### src/design/gsw_pkg.sv
/*
 * shared constants and types of the speed-loop gain-set switch:
 * timing figures, register offsets, field positions, reset values,
 * switching mode codes and the bus request carrier.
 * assumes a single 250 MHz control clock and an Avalon-MM host.
 */
package gsw_pkg;
	// clock and time base
	localparam int CLK_PERIOD_NS = 4;
	localparam int TICK_TIME_NS = 100000; // delay and ramp step, 0.1 ms
	localparam int WINDOW_TIME_NS = 1000000; // torque change window, 1 ms
	localparam int WINDOW_TICKS = WINDOW_TIME_NS / TICK_TIME_NS;
	localparam int TICK_CYCLES_DEF = TICK_TIME_NS / CLK_PERIOD_NS;
	// 1 ms change scaled to units of 10 r/min/s
	localparam int RATE_SCALE = 100;

	// widths
	localparam int CMD_W = 16;
	localparam int GAIN_W = 16;
	localparam int TIME_W = 14;
	localparam int LVL_W = 15;
	localparam int MAG_W = 24;
	localparam int PRE_W = 24;

	// register byte offsets
	localparam logic [5:0] ADDR_CTRL = 6'h00;
	localparam logic [5:0] ADDR_DELAY = 6'h04;
	localparam logic [5:0] ADDR_LEVEL = 6'h08;
	localparam logic [5:0] ADDR_HYST = 6'h0c;
	localparam logic [5:0] ADDR_RAMP = 6'h10;
	localparam logic [5:0] ADDR_GAIN_ONE = 6'h14;
	localparam logic [5:0] ADDR_GAIN_TWO = 6'h18;
	localparam logic [5:0] ADDR_STATUS = 6'h1c;

	// control and status register fields
	localparam int CTRL_MODE_LSB = 0;
	localparam int CTRL_OPSEL_BIT = 4;
	localparam int CTRL_SPDCTL_BIT = 5;
	localparam int CTRL_TLSEL_LSB = 8;
	localparam int STAT_SET_BIT = 0;
	localparam int STAT_GAIN_SELECT_INPUT_BIT = 1;
	localparam int STAT_GAIN_LSB = 16;

	// reset values
	localparam logic [2:0] MODE_RESET = 3'h0;
	localparam logic OPSEL_RESET = 1'b1;
	localparam logic SPDCTL_RESET = 1'b1;
	localparam logic [3:0] TLSEL_RESET = 4'h0;

	// switching mode codes and the limit select codes that force set one
	localparam logic [2:0] MODE_FIX_ONE = 3'h0;
	localparam logic [2:0] MODE_FIX_TWO = 3'h1;
	localparam logic [2:0] MODE_INPUT = 3'h2;
	localparam logic [2:0] MODE_TORQUE_CHG = 3'h3;
	localparam logic [2:0] MODE_SPEED_CHG = 3'h4;
	localparam logic [2:0] MODE_SPEED = 3'h5;
	localparam logic [3:0] TLSEL_FORCE_A = 4'h3;
	localparam logic [3:0] TLSEL_FORCE_B = 4'h6;

	typedef enum logic [1:0] {SEL_ONE, SEL_TWO, SEL_WAIT} gsw_sel_type;

	typedef struct packed {
		logic read;
		logic write;
		logic [5:0] address;
		logic [3:0] byteenable;
		logic [31:0] writedata;
	} gsw_avs_req_type;
endpackage

### src/design/gsw_switch.sv
/*
 * speed-loop gain-set switch with its Avalon-MM register slave,
 * the 0.1 ms time base, the 1 ms change window and the set decision.
 * assumes torque and speed commands come from logic on MCLK and the
 * gain select pin is asynchronous.
 */
// The Avalon-MM register port and the register addresses are this design's own decisions.
`timescale 1ns/100ps
// Contract
// - mode 0 keeps gain set one
// - mode 1 keeps gain set two
// - mode 2 follows gain select input
// - mode 3 judges torque change, 0.05% units
// - torque change measured over 1 ms
// - mode 4 judges speed change, 10 r/min/s
// - mode 5 judges speed command in r/min
// - modes apply only when op select is 1
// - mode 1 with limit select 3/6 forces set one
// - delay only on set two to one
// - delay 0..10000 x 0.1 ms, modes 3-5
// - level 0..20000 threshold, speed mode, 3-5
// - hysteresis symmetric around level
// - magnitudes compared, sign ignored
// - lower position gain applied at once
// - higher position gain ramped over set time
module gsw_switch #(
	parameter int TICK_CYCLES = gsw_pkg::TICK_CYCLES_DEF
) (
	input wire logic MCLK,
	input wire logic RSTN,
	input wire gsw_pkg::gsw_avs_req_type AVS_REQ,
	output logic [31:0] AVS_READDATA,
	output logic AVS_WAITREQUEST,
	input wire logic GAIN_SELECT_INPUT,
	input wire logic signed [gsw_pkg::CMD_W-1:0] TORQUE_CMD,
	input wire logic signed [gsw_pkg::CMD_W-1:0] SPEED_CMD,
	output logic GAIN_SET_TWO,
	output logic [gsw_pkg::GAIN_W-1:0] POSITION_LOOP_GAIN
);
	import gsw_pkg::*;

	typedef struct packed {
		logic waitreq;
		logic [31:0] rdata;
		logic [2:0] speed_loop_switch_mode;
		logic gain_input_op_select;
		logic speed_ctrl_mode;
		logic [3:0] torque_limit_select;
		logic [TIME_W-1:0] speed_switch_delay;
		logic [LVL_W-1:0] speed_switch_level;
		logic [LVL_W-1:0] speed_switch_hysteresis;
		logic [TIME_W-1:0] position_gain_ramp_time;
		logic [GAIN_W-1:0] position_loop_gain_first;
		logic [GAIN_W-1:0] position_loop_gain_second;
		logic [PRE_W-1:0] prescale;
		logic tick;
		logic [3:0] win_cnt;
		logic win_end;
		logic signed [CMD_W-1:0] torque_prev;
		logic signed [CMD_W-1:0] speed_prev;
		logic [MAG_W-1:0] torque_mag;
		logic [MAG_W-1:0] rate_mag;
		gsw_sel_type sel;
		logic [TIME_W-1:0] wait_cnt;
		logic set_two;
	} gsw_top_state_type;

	gsw_top_state_type s;
	gsw_top_state_type next_s;
	logic gain_select_input;
	logic [GAIN_W-1:0] pos_gain;

	// magnitude of a signed difference, sign dropped
	function automatic logic [CMD_W:0] magnitude(
		input logic signed [CMD_W:0] v
	);
		magnitude = v[CMD_W] ? (CMD_W+1)'(0) - v : v;
	endfunction

	// byte-lane merge of a write into an old word
	function automatic logic [31:0] merge(
		input logic [31:0] old,
		input logic [31:0] wdata,
		input logic [3:0] be
	);
		merge = old;
		for (int i = 0; i < 4; i++) begin
			if (be[i]) begin
				merge[8*i +: 8] = wdata[8*i +: 8];
			end
		end
	endfunction

	gsw_sync u_sync (
		.clk(MCLK),
		.rst_n(RSTN),
		.pin(GAIN_SELECT_INPUT),
		.level(gain_select_input)
	);

	gsw_ramp u_ramp (
		.clk(MCLK),
		.rst_n(RSTN),
		.tick(s.tick),
		.target(s.set_two ? s.position_loop_gain_second :
			s.position_loop_gain_first),
		.ramp_time(s.position_gain_ramp_time),
		.gain(pos_gain)
	);

	// register access, time base, measurement and set decision
	always_comb begin
		logic [31:0] ctrl_word;
		logic [31:0] rd_value;
		logic [31:0] wr_word;
		logic [CMD_W:0] tq_delta;
		logic [CMD_W:0] sp_delta;
		logic [MAG_W-1:0] mag;
		logic [LVL_W:0] upper;
		logic [LVL_W:0] lower;
		logic judge;
		wr_word = '0;
		mag = '0;
		next_s = s;
		ctrl_word = '0;
		ctrl_word[CTRL_MODE_LSB +: 3] = s.speed_loop_switch_mode;
		ctrl_word[CTRL_OPSEL_BIT] = s.gain_input_op_select;
		ctrl_word[CTRL_SPDCTL_BIT] = s.speed_ctrl_mode;
		ctrl_word[CTRL_TLSEL_LSB +: 4] = s.torque_limit_select;

		// read mux; unmapped and reserved words read zero
		rd_value = '0;
		unique case (AVS_REQ.address)
			ADDR_CTRL: rd_value = ctrl_word;
			ADDR_DELAY: rd_value[TIME_W-1:0] = s.speed_switch_delay;
			ADDR_LEVEL: rd_value[LVL_W-1:0] = s.speed_switch_level;
			ADDR_HYST: rd_value[LVL_W-1:0] = s.speed_switch_hysteresis;
			ADDR_RAMP: rd_value[TIME_W-1:0] = s.position_gain_ramp_time;
			ADDR_GAIN_ONE: rd_value[GAIN_W-1:0] =
				s.position_loop_gain_first;
			ADDR_GAIN_TWO: rd_value[GAIN_W-1:0] =
				s.position_loop_gain_second;
			ADDR_STATUS: begin
				rd_value[STAT_SET_BIT] = s.set_two;
				rd_value[STAT_GAIN_SELECT_INPUT_BIT] = gain_select_input;
				rd_value[STAT_GAIN_LSB +: GAIN_W] = pos_gain;
			end
			default: rd_value = '0;
		endcase

		// one wait cycle, then the request is taken
		next_s.waitreq = 1'b1;
		if (AVS_REQ.read || AVS_REQ.write) begin
			if (s.waitreq) begin
				next_s.waitreq = 1'b0;
				next_s.rdata = rd_value;
			end else if (AVS_REQ.write) begin
				unique case (AVS_REQ.address)
					ADDR_CTRL: wr_word = merge(ctrl_word,
						AVS_REQ.writedata, AVS_REQ.byteenable);
					default: wr_word = merge(rd_value,
						AVS_REQ.writedata, AVS_REQ.byteenable);
				endcase
				unique case (AVS_REQ.address)
					ADDR_CTRL: begin
						next_s.speed_loop_switch_mode =
							wr_word[CTRL_MODE_LSB +: 3];
						next_s.gain_input_op_select =
							wr_word[CTRL_OPSEL_BIT];
						next_s.speed_ctrl_mode = wr_word[CTRL_SPDCTL_BIT];
						next_s.torque_limit_select =
							wr_word[CTRL_TLSEL_LSB +: 4];
					end
					ADDR_DELAY: next_s.speed_switch_delay =
						wr_word[TIME_W-1:0];
					ADDR_LEVEL: next_s.speed_switch_level =
						wr_word[LVL_W-1:0];
					ADDR_HYST: next_s.speed_switch_hysteresis =
						wr_word[LVL_W-1:0];
					ADDR_RAMP: next_s.position_gain_ramp_time =
						wr_word[TIME_W-1:0];
					ADDR_GAIN_ONE: next_s.position_loop_gain_first =
						wr_word[GAIN_W-1:0];
					ADDR_GAIN_TWO: next_s.position_loop_gain_second =
						wr_word[GAIN_W-1:0];
					default: ; // reserved and unmapped ignore writes
				endcase
			end
		end else begin
			wr_word = '0;
		end

		// 0.1 ms tick and 1 ms window end
		next_s.tick = 1'b0;
		next_s.win_end = 1'b0;
		next_s.prescale = s.prescale + PRE_W'(1);
		if (s.prescale == PRE_W'(TICK_CYCLES - 1)) begin
			next_s.prescale = '0;
			next_s.tick = 1'b1;
			next_s.win_cnt = s.win_cnt + 4'h1;
			if (s.win_cnt == 4'(WINDOW_TICKS - 1)) begin
				next_s.win_cnt = '0;
				next_s.win_end = 1'b1;
			end
		end

		// change over one window, magnitude only
		tq_delta = (CMD_W+1)'(TORQUE_CMD) - (CMD_W+1)'(s.torque_prev);
		sp_delta = (CMD_W+1)'(SPEED_CMD) - (CMD_W+1)'(s.speed_prev);
		if (s.win_end) begin
			next_s.torque_prev = TORQUE_CMD;
			next_s.speed_prev = SPEED_CMD;
			next_s.torque_mag = MAG_W'(magnitude(tq_delta));
			next_s.rate_mag = MAG_W'(magnitude(sp_delta)) *
				MAG_W'(RATE_SCALE);
		end

		// monitored quantity per mode
		unique case (s.speed_loop_switch_mode)
			MODE_TORQUE_CHG: mag = s.torque_mag;
			MODE_SPEED_CHG: mag = s.rate_mag;
			default: mag = MAG_W'(magnitude(
				(CMD_W+1)'(SPEED_CMD)));
		endcase

		// symmetric band around the level
		upper = {1'b0, s.speed_switch_level} +
			{1'b0, s.speed_switch_hysteresis};
		lower = (s.speed_switch_level > s.speed_switch_hysteresis) ?
			{1'b0, s.speed_switch_level - s.speed_switch_hysteresis} :
			'0;
		judge = s.speed_ctrl_mode &&
			(s.speed_loop_switch_mode == MODE_TORQUE_CHG ||
			s.speed_loop_switch_mode == MODE_SPEED_CHG ||
			s.speed_loop_switch_mode == MODE_SPEED);

		// gain set decision
		if (!s.gain_input_op_select) begin
			next_s.sel = SEL_ONE;
		end else if (judge) begin
			unique case (s.sel)
				SEL_ONE: begin
					if (mag > MAG_W'(upper)) begin
						next_s.sel = SEL_TWO;
					end
				end
				SEL_TWO: begin
					next_s.wait_cnt = '0;
					if (mag < MAG_W'(lower)) begin
						next_s.sel = (s.speed_switch_delay == '0) ?
							SEL_ONE : SEL_WAIT;
					end
				end
				SEL_WAIT: begin
					if (mag >= MAG_W'(lower)) begin
						next_s.sel = SEL_TWO;
					end else if (s.tick) begin
						next_s.wait_cnt = s.wait_cnt + TIME_W'(1);
						if (s.wait_cnt + TIME_W'(1) >=
							s.speed_switch_delay) begin
							next_s.sel = SEL_ONE;
						end
					end
				end
				default: next_s.sel = SEL_ONE;
			endcase
		end else begin
			unique case (s.speed_loop_switch_mode)
				MODE_FIX_ONE: next_s.sel = SEL_ONE;
				MODE_FIX_TWO: next_s.sel =
					(s.torque_limit_select == TLSEL_FORCE_A ||
					s.torque_limit_select == TLSEL_FORCE_B) ?
					SEL_ONE : SEL_TWO;
				MODE_INPUT: next_s.sel = gain_select_input ?
					SEL_TWO : SEL_ONE;
				default: next_s.sel = SEL_ONE;
			endcase
		end
		next_s.set_two = (next_s.sel != SEL_ONE);
	end

	always_ff @(posedge MCLK or negedge RSTN) begin
		if (!RSTN) begin
			s <= '0;
			s.waitreq <= 1'b1;
			s.speed_loop_switch_mode <= MODE_RESET;
			s.gain_input_op_select <= OPSEL_RESET;
			s.speed_ctrl_mode <= SPDCTL_RESET;
			s.torque_limit_select <= TLSEL_RESET;
			s.sel <= SEL_ONE;
		end else begin
			s <= next_s;
		end
	end

	assign AVS_READDATA = s.rdata;
	assign AVS_WAITREQUEST = s.waitreq;
	assign GAIN_SET_TWO = s.set_two;
	assign POSITION_LOOP_GAIN = pos_gain;
endmodule

### src/design/gsw_sync.sv
/*
 * two-flop synchroniser for the external gain select pin.
 * assumes the pin is asynchronous to the control clock.
 */
`timescale 1ns/100ps
module gsw_sync (
	input wire logic clk,
	input wire logic rst_n,
	input wire logic pin,
	output logic level
);
	import gsw_pkg::*;

	typedef struct packed {
		logic meta;
		logic stable;
	} gsw_sync_state_type;

	gsw_sync_state_type s;
	gsw_sync_state_type next_s;

	// first stage feeds only the second
	always_comb begin
		next_s.meta = pin;
		next_s.stable = s.meta;
	end

	always_ff @(posedge clk or negedge rst_n) begin
		if (!rst_n) begin
			s <= '0;
		end else begin
			s <= next_s;
		end
	end

	assign level = s.stable;
endmodule

### src/design/gsw_ramp.sv
/*
 * position loop gain follower: lowers at once, raises linearly over
 * the programmed ramp time in 0.1 ms ticks.
 * assumes a one-cycle tick pulse every 0.1 ms from the parent.
 */
`timescale 1ns/100ps
module gsw_ramp (
	input wire logic clk,
	input wire logic rst_n,
	input wire logic tick,
	input wire logic [gsw_pkg::GAIN_W-1:0] target,
	input wire logic [gsw_pkg::TIME_W-1:0] ramp_time,
	output logic [gsw_pkg::GAIN_W-1:0] gain
);
	import gsw_pkg::*;

	typedef struct packed {
		logic [GAIN_W-1:0] gain;
		logic [GAIN_W-1:0] goal;
		logic dividing;
		logic ramping;
		logic [4:0] bits_left;
		logic [GAIN_W-1:0] quo;
		logic [TIME_W:0] rem;
		logic [TIME_W:0] acc;
		logic [TIME_W-1:0] ticks_left;
	} gsw_ramp_state_type;

	gsw_ramp_state_type s;
	gsw_ramp_state_type next_s;

	// new goal, step division and per-tick ramp
	always_comb begin
		logic [TIME_W+1:0] shifted;
		logic [TIME_W+1:0] sum;
		next_s = s;
		shifted = {s.rem, s.quo[GAIN_W-1]};
		sum = {1'b0, s.acc} + {1'b0, s.rem};
		if (target != s.goal) begin
			next_s.goal = target;
			next_s.ramping = 1'b0;
			if (target <= s.gain || ramp_time == '0) begin
				next_s.gain = target;
				next_s.dividing = 1'b0;
			end else begin
				next_s.dividing = 1'b1;
				next_s.bits_left = 5'(GAIN_W);
				next_s.quo = target - s.gain;
				next_s.rem = '0;
				next_s.acc = '0;
				next_s.ticks_left = ramp_time;
			end
		end else if (s.dividing) begin
			next_s.quo = {s.quo[GAIN_W-2:0], 1'b0};
			next_s.rem = shifted[TIME_W:0];
			if (shifted >= {2'b00, ramp_time}) begin
				next_s.rem = (TIME_W+1)'(shifted - {2'b00, ramp_time});
				next_s.quo[0] = 1'b1;
			end
			next_s.bits_left = s.bits_left - 5'h01;
			if (s.bits_left == 5'h01) begin
				next_s.dividing = 1'b0;
				next_s.ramping = 1'b1;
			end
		end else if (s.ramping && tick) begin
			next_s.gain = s.gain + s.quo;
			next_s.acc = sum[TIME_W:0];
			if (sum >= {2'b00, ramp_time}) begin
				next_s.gain = s.gain + s.quo + GAIN_W'(1);
				next_s.acc = (TIME_W+1)'(sum - {2'b00, ramp_time});
			end
			next_s.ticks_left = s.ticks_left - TIME_W'(1);
			if (s.ticks_left == TIME_W'(1)) begin
				next_s.gain = s.goal;
				next_s.ramping = 1'b0;
			end
		end
	end

	always_ff @(posedge clk or negedge rst_n) begin
		if (!rst_n) begin
			s <= '0;
		end else begin
			s <= next_s;
		end
	end

	assign gain = s.gain;
endmodule

### config.mk
export PLATFORM = sky130hd
export DESIGN_NAME = gsw_switch
export DESIGN_NICKNAME = d
export VERILOG_FILES = /design/src/design/gsw_pkg.sv /design/src/design/gsw_switch.sv /design/src/design/gsw_sync.sv /design/src/design/gsw_ramp.sv
export SDC_FILE = /design/constraint.sdc
export NUM_CORES = 1
export LEC_CHECK = 0
export ABC_AREA = 1
export BUFFER_PORTS_ARGS = -buffer_cell sky130_fd_sc_hd__buf_2
export CORE_UTILIZATION = 45
export DETAILED_ROUTE_END_ITERATION = 8
export GPL_ROUTABILITY_DRIVEN = 1
export PLACE_DENSITY_LB_ADDON = 0.05
export SYNTH_ARGS = -nofsm -noshare
export SYNTH_HDL_FRONTEND = slang
export SYNTH_SLANG_ARGS = --single-unit
### constraint.sdc
create_clock -name MCLK -period 11.3 [get_ports MCLK]
set_clock_uncertainty 0.1 [all_clocks]
set_input_delay 0 -clock MCLK [delete_from_list [all_inputs] [get_ports MCLK]]
set_output_delay 0 -clock MCLK [all_outputs]
set_load 0.005 [all_outputs]
== Word level (Yosys, flattened, before mapping) ==
Cells that the tools add are included.
Cells by class
  add/sub/neg operators: 18
  multipliers: 1
  divide/modulo/power cells: 0
  magnitude comparators: 8
  equal/unequal tests: 27
  shift-type cells: 0
  multiplexer cells: 62
  bitwise operators: 1
  reductions and logical operators: 30
Operators by type and width (count)
  16-bit 2-to-1 mux: 13
  99-bit 2-to-1 mux: 2
  132-bit 2-to-1 mux: 1
  12-bit case mux with 7 select lines: 1
  67-bit 2-to-1 mux: 1
  65-bit 2-to-1 mux: 1
  15-bit 2-to-1 mux: 4
  29-bit 2-to-1 mux: 2
  17-bit 2-to-1 mux: 3
  24-bit case mux with 2 select lines: 1
  14-bit 2-to-1 mux: 3
  36-bit 2-to-1 mux: 1
  1-bit by 17-bit subtractor with 17-bit output, first input constant: 2
  16-bit by 16-bit subtractor with 17-bit output: 2
  33-bit 2-to-1 mux: 1
  15-bit by 15-bit adder with 16-bit output: 2
  16-bit by 14-bit >= comparator with 1-bit output: 2
  8-bit 2-to-1 mux: 4
  30-bit 2-to-1 mux: 1
  15-bit by 14-bit subtractor with 15-bit output: 2
  14-bit logical NOT: 2
  14-bit case mux with 2 select lines: 1
  4-bit AND reduction: 7
  24-bit by 1-bit adder with 24-bit output, second input constant: 1
  51 further kinds: 87
Word-level totals
  flip-flop bits (word level): 351
  latch bits: 0
  RAM bits: 0
  memory bits (read-only): 0
  input bits: 79
  output and inout port bits: 50
  word-level logic and storage cells: 181
  memories kept: 0

== Depth between registers and ports, before layout ==
Gate-level depths: netlist of the first run.
  word-level depth: 9
  depth in mapped cells: 36
  mapped depth without buffers: 35

== Cells and area by module ==
Synthesis of the first run repeated with hierarchy kept, for this count alone.
Second synthesis, totals
  cells, all modules: 4003
  area total of the unflattened synthesis: 28260.9 µm²
Modules (own cells, without submodules)
  gsw_switch: times used 1, cells each 2620, area an instance 18890.6 µm², seq. area each 6259.8 µm²
  gsw_ramp: times used 1, cells each 1381, area an instance 9320.2 µm², seq. area each 2477.4 µm²
  gsw_sync: times used 1, cells each 2, area an instance 50.0 µm², seq. area each 50.0 µm²

== Worst setup path before layout of the first run ==
OpenSTA, ideal clock, no wires.
  path kind: register to register
  start point: reg s[65] (netlist bit)
  end point: reg s[35] (netlist bit)
  setup time: 0.118 ns
  arrival time: 5.111 ns
  required time: 11.082 ns
  path slack: 5.971 ns
  stages on the path, launching flop included: 36
  path buffers: 1
  clock period less this slack: 5.329 ns
  cells stage by stage: dfrtp_1 > ha_1 > fa_1 > inv_1 > nand3_1 > nand2_1 > nand3_1 > nand2_1 > nand3_1 > nand2_1 > nand2_1 > nand2_1 > inv_1 > buf_2 > nand2_1 > xor2_1 > inv_1 > ha_1 > ha_1 > inv_1 > fa_1 > inv_1 > ha_1 > a21oi_1 > o21ai_0 > nand2_1 > nand2_1 > nand2_1 > nand2_1 > nand2_1 > nand2_1 > a21boi_0 > o21ai_0 > or2_2 > nand3_1 > nand2_1
Between the ends
  word-level cells in the longest chain between the ends: 4
RTL lines
  from (decl): line gsw_switch.sv:68  | gsw_top_state_type s;
  from (signal assigned): line gsw_switch.sv:292  | s <= next_s;
  16-bit by 16-bit subtractor with 17-bit output *: line gsw_switch.sv:209  | sp_delta = (CMD_W+1)'(SPEED_CMD) - (CMD_W+1)'(s.speed_prev);
  1-bit by 17-bit subtractor with 17-bit output: line gsw_switch.sv:77  | magnitude = v[CMD_W] ? (CMD_W+1)'(0) - v : v;
  17-bit 2-to-1 mux *: line gsw_switch.sv:77
  17-bit by 5-bit multiplier with 22-bit output *: line gsw_switch.sv:214  | next_s.rate_mag = MAG_W'(magnitude(sp_delta)) *
Every way passes the cells marked *; elsewhere a longest branch is shown, timed or not.
A chain may end at the register's enable or synchronous reset.

== Worst setup path after layout of the first run ==
Ends and elaborated chain as after synthesis.

==> impl_metrics.yaml, run 1 <==
cts:
  cts_tree: "done"
  clock_path_buffers: 3
  clock_sinks: 351
  cts.htree.levels: 2
  cts_setup_buffers: 0
  cts_buffers: 46
  cts-root-buf: "clkbuf_16"
  clock_latency_ns: 0.59
  path_clk_slew_ns: 0.06
logic_synthesis:
  syn_inst: 3979
  synth_cell_types: 54
  syn_nets: 4326
  syn_area_per_cell_sq_um: 7.08
  ys_seq_area_share_pct: 31.2
  netlist_area_sq_um: 28200
  yosysWarnings: 0
  ys_seq_elements: 351
  synth_edf_count: 0
  async_flop_share_pct: 100
  ys.flop_type: "dfrtp_1"
floorplan:
  die_h_microns: 252
  initial_utilization_pct: 45.6
  rows: 91
  die_x_microns: 252
  core_area_sq_um: 61800
  die-area_sq_um: 63600
  io_pins: 129
drt:
  avgRoutedWirePerCell_microns: 16.4
  drt-total-wl_microns: 81200
  vias: 25453
  post-route-drc-count: 0
  ant_nets: 0
  drt_iter0_markers: 1871
  drt_first_pass_iters: 8
  viasPerCell: 5.15
critical_path:
  critPathMostFrequentCell: "nand2_1"
  arrival_ns: 6.30
  worstSetupStartpointType: "flop"
  cpPeakStageDelay_ns: 0.53
  crit_path_max_fanout: 16
  end_kind: "flop"
  worst-setup-path-type: "flop to flop"
  slowest_stage: "fa_1"
  critPathRequiredTime_ns: 11.66
job:
  drv_cap: 0
hold_path:
  hp-class: "input pin to flop"
placement:
  gp_routability_congestion: 0.927
  dp_cells: 4791
  place_hpwl_microns: 62400
  dp_slack_ns: 5.36
  place_area_sq_um: 29100
  port_buffers: 110
grt:
  antenna_found_initial: 1
  grt_pass1_wl_microns: 131000
  grt_overflow_total: 0
  grt_pass1_vias: 24042
  grt_start_max_net_pins: 81
  track_usage_pct: 25.8
power_and_ir_drop:
  power.leakage_uw: 0.0164
  total_power_uw: 5620
  vdd_drop_max_v: 0.000129
  power_density_nw_per_um2: 179
timing:
  hold_violations: 0
  rsz0062_at_grt: "false"
  period_needed_ns: 5.94
  slew_headroom_pct: 23.7
  tns_ns: 0
  drv_slew: 0
  timing.fmax_ghz: 0.168
  timing.final.crit_share_pct: 52.6
  worstMarginPinSlew_ns: 1.14
  setup_viol: 0
  worst_slack_ns: 5.36
final_layout:
  fin_nets: 4414
  syn_to_final_growth_pct: 11.4
  postLayoutCellArea_sq_um: 31400
  drive_gt1_share_pct: 5.95
  layout_common_cells: "nand2_1, inv_1, o21ai_0"
  num_antenna_cells: 0
  final_cell_count_no_fill: 4941
  layout_commonest_cell: "nand2_1"
outcome:
  status: "complete, no violations"
[metrics by stage]
stage	hold WS [ns]	utilization (%)
6_report	0.0767	50.8
5_1_grt	0.0981	50.8
4_1_cts	0.0491	50.8
3_5_place_dp	-0.00605	47.1
3_3_place_gp	-0.0111	47.1
2_1_floorplan	-0.396	-
[Yosys cell counts, drive strengths merged (23+ instances only)]
master	instances	area, sq um
a21boi	23	173
a21oi	192	961
buf	82	582
clkbuf	71	267
dfrtp	348	8710
ha	247	3090
inv	590	2210
nand2	1002	3780
nand3	212	1080
nand4	83	526
nor2	293	1110
nor3	39	206
nor4	24	150
o21a	31	233
o21ai	381	1920
o22ai	28	175
xnor2	45	394
xor2	111	972
[registers in the layout, summed over array words and instances (netlist names)]
signal	cells
u_ramp.gain	16
AVS_READDATA	32
s	216
AVS_WAITREQUEST	1
u_sync.next_s	1
u_ramp.s	83
u_sync.level	1
GAIN_SET_TWO	1
[routing by layer]
| metal | vias to the layer above | routed length, microns | GRT usage (%) |
|---|---|---|---|
| li1 | 13175 | - | - |
| met1 | 11713 | 39800 | 37.2 |
| met2 | 477 | 36200 | 41.2 |
| met3 | 88 | 3490 | 2.98 |
| met4 | 0 | 1730 | 6.23 |
| met5 | - | 0 | 0 |
[kinds of logic (layout without fill, tap and decap cells)]
logic type	Yosys count	in the layout	share of synthesized area, %
mux	1	1	0.0355
simple gates	1685	1685	25.1
xor+xnor	156	156	4.85
compound gates	773	773	15.5
buf+inv	745	870	10.9
fa+ha+maj	268	268	12.5
flops	351	351	31.2
[power by group]
| part | switching, uW | leakage, uW | internal [uW] |
|---|---|---|---|
| Clock | 603 | 0.000803 | 990 |
| Sequential | 134 | 0.00422 | 1410 |
| Combinational | 1630 | 0.0113 | 856 |
| Total | 2370 | 0.0164 | 3250 |
[cell type report]
class	count	area, sq um
clock buffers	66	1350
clock inverters	19	297
fillers	6335	30400
inverters	592	2220
multi-input cells	2883	16300
flip-flops and latches	351	8790
well taps	837	1050
repair buffers	193	1360
[critical path: cells and delay by family, from the launching register on]
| kind | cells | cell delay, ns |
|---|---|---|
| AO/OA/AOI/OAI | 4 | 0.68 |
| XOR/XNOR | 1 | 0.15 |
| buffers and inverters | 5 | 0.67 |
| AND/OR/NAND/NOR | 17 | 1.80 |
| flip-flops | 1 | 0.38 |
| adder cells (fa/ha/maj) | 6 | 2.02 |
[final timing paths]
| check | startpoint | endpoint | slack (ns) | depth (start not counted) |
|---|---|---|---|---|
| worst max register to register | s[65] | s[35] | 5.36 | 33 |
| max in group asynchronous | RSTN | s[4] | 8.80 | 5 |
| worst min register to register | u_sync.next_s[0] | u_sync.level | 0.25 | 0 |
| worst max-delay path | s[65] | s[35] | 5.36 | 33 |
| min in group asynchronous | RSTN | s[24] | 0.30 | 3 |
| worst min-delay path | AVS_REQ[37] | s[163] | 0.08 | 7 |
[repair_timing]
action,CTS,global route
hold endpoints to repair,253,0
hold buffers,65,0
gates resized for setup,0,0
No activity file was read; power rests on OpenSTA's default activity.
==> run 2, diff against run 1 <==
==> constraint.sdc (replaced) <==
create_clock -name MCLK -period 5.8 [get_ports MCLK]
set_clock_uncertainty 0.1 [all_clocks]
set_input_delay 0 -clock MCLK [delete_from_list [all_inputs] [get_ports MCLK]]
set_output_delay 0 -clock MCLK [all_outputs]
set_load 0.005 [all_outputs]
==> run 2 against run 1 <==
  * Die area did not move
  * Largest power group unchanged
  * Worst hold slack gained 0.011 ns
  * Cell area is 0.39% higher
  * Largest cell class unchanged
  * Routed wire length increased by 0.70%
==> impl_metrics.yaml, run 2 (synthesized netlist as in run 1, its figures left out) <==
grt:
  grt_pass1_wl_microns: 131000
  antenna_found_initial: 1
  grt_overflow_total: 0
  track_usage_pct: 25.8
  grt_pass1_vias: 24028
  grt_start_max_net_pins: 137
power_and_ir_drop:
  power.internal_uw: 6360
  clkPwrFrac_pct: 28.2
  pwr-share-comb_pct: 44.5
  power_density_nw_per_um2: 348
  switching_share_pct: 42.0
  vdd_drop_max_v: 0.000238
  p_sw_uw: 4600
  p_seq_share_pct: 27.4
  power.leakage_uw: 0.0164
critical_path:
  cpPeakStageDelay_ns: 0.53
  ff2ff_path_depth: 27
  worstSetupStartpointType: "flop"
  r2r_end: "s[40]"
  slowest_stage: "fa_1"
  critPathLaunch: "s[67]"
  r2r_start: "s[67]"
  cp-endpoint: "s[40]"
  critPathRequiredTime_ns: 6.12
  arrival_ns: 5.66
  worst-setup-path-type: "flop to flop"
  crit_path_max_fanout: 6
  end_kind: "flop"
  r2r_setup_slack_ns: 0.46
cts:
  path_clk_slew_ns: 0.06
  cts.htree.levels: 2
  cts_buffers: 44
  cts_tree: "done"
  cts-root-buf: "clkbuf_16"
  clock_sinks: 351
  clock_latency_ns: 0.59
  clock_path_buffers: 3
placement:
  place_area_sq_um: 29200
  place_hpwl_microns: 62400
  gp_routability_congestion: 0.900
  port_buffers: 110
floorplan:
  die-area_sq_um: 63600
  io_pins: 129
  core_area_sq_um: 61800
  rows: 91
  die_h_microns: 252
  die_x_microns: 252
  initial_utilization_pct: 45.6
timing:
  rsz0062_at_grt: "false"
  tns_ns: 0
  timing.fmax_ghz: 0.187
  period_needed_ns: 5.34
  hold_violations: 0
  slew_headroom_pct: 16.9
  timing.final.crit_share_pct: 92.1
  worstMarginPinSlew_ns: 1.24
  drv_slew: 0
  setup_viol: 0
final_layout:
  fin_nets: 4418
  seqCellArea_sq_um: 8790
  multiInputGateArea_sq_um: 16400
  syn_to_final_growth_pct: 11.9
  drive_gt1_share_pct: 6.46
  postLayoutCellArea_sq_um: 31500
  regMostFlops: "s"
  num_antenna_cells: 0
  largest_register_ffs: 216
  layout_common_cells: "nand2_1, inv_1, o21ai_0"
  layout_commonest_cell: "nand2_1"
  fill_cells: 6343
job:
  drv_cap: 0
hold_path:
  hp-class: "input pin to flop"
drt:
  drt-total-wl_microns: 81800
  post-route-drc-count: 0
  viasPerCell: 5.19
  ant_nets: 0
  drt_iter0_markers: 1774
  avgRoutedWirePerCell_microns: 16.6
  vias: 25630
  drt_first_pass_iters: 7
outcome:
  status: "complete, no violations"
[run 2: changes by cell type in the layout (fill, tap and decap cells not counted), moves of 2 or more]
cell       previous run  this run
buf_12                0         2
clkbuf_8             10         7
clkinv_4              0         4
clkbuf_16            47        45
xor2_2                0         4
buf_4                18        22
xnor2_1              45        43
xor2_1              111       107
clkinv_2              7         9
bufinv_16             7         9
clkbuf_1              9         2
xnor2_2               0         2
[run 2: power groups by stage]
| stage | clock (uW) | sequential [uW] | combinational (uW) |
|---|---|---|---|
| 2_1_floorplan | 0 | 2940 | 3670 |
| 3_3_place_gp | 0 | 3040 | 4780 |
| 3_5_place_dp | 0 | 3040 | 4790 |
| 4_1_cts | 3160 | 3000 | 4860 |
| 5_1_grt | 3250 | 3030 | 5560 |
| 6_report | 3090 | 3000 | 4880 |
[run 2: worst max-delay path: cells and delay by family (launching register included)]
kind                       cells  cell delay, ns
AOI/OAI and AO/OA              6            0.96
xor gates and xnor gates       2            0.71
adders and majority gates      5            1.78
buffers and inverters          5            0.26
DFF                            1            0.32
and+or+nand+nor                9            1.07
[run 2: timing repair]
action	CTS	global route
hold buffers	65	0
buffers inserted	0	2
hold endpoints to repair	231	0
endpoints found under the setup margin	0	6
gates resized for setup	0	15
[run 2: cell type report]
| cell class | instances | area share, % |
|---|---|---|
| clock buffer | 54 | 3.90 |
| clock inverter | 26 | 1.25 |
| inverter | 592 | 7.05 |
| multi-input combinational | 2883 | 52.1 |
| sequential | 351 | 27.9 |
| tap | 837 | 3.32 |
| timing repair buffer | 199 | 4.55 |
[run 2: layer usage]
metal  share of wire, %  GRT usage, %  up-vias
met5              0.033             0        -
met4                2.5          6.65        4
li1                   -             -    13195
met2                 44          40.9      546
met1                 48          36.9    11759
met3                4.6          3.14      126
[run 2: metrics by stage]
step / std cells / setup WS, ns / hold WS, ns / utilization [%] / total power, uW
final: 4942 / 0.456 / 0.0878 / 51.0 / 11000
after global routing: 4942 / 0.00616 / 0.100 / 51.0 / 11800
after global placement: 4795 / 0.322 / -0.0387 / 47.1 / 7820
after CTS: 4940 / 0.249 / 0.0632 / 50.9 / 11000
after floorplan: 3979 / 0.471 / -0.396 / - / 6610
after detailed placement: 4795 / 0.288 / -0.0319 / 47.1 / 7830
[run 2: worst min-delay path by stage]
stage	startpoint	to	cells past startpoint
2_1_floorplan	RSTN	AVS_READDATA[0]	0
3_3_place_gp	RSTN	s[121]	1
3_5_place_dp	RSTN	s[121]	1
4_1_cts	TORQUE_CMD[2]	s[83]	4
5_1_grt	TORQUE_CMD[8]	s[89]	4
6_report	TORQUE_CMD[8]	s[89]	4
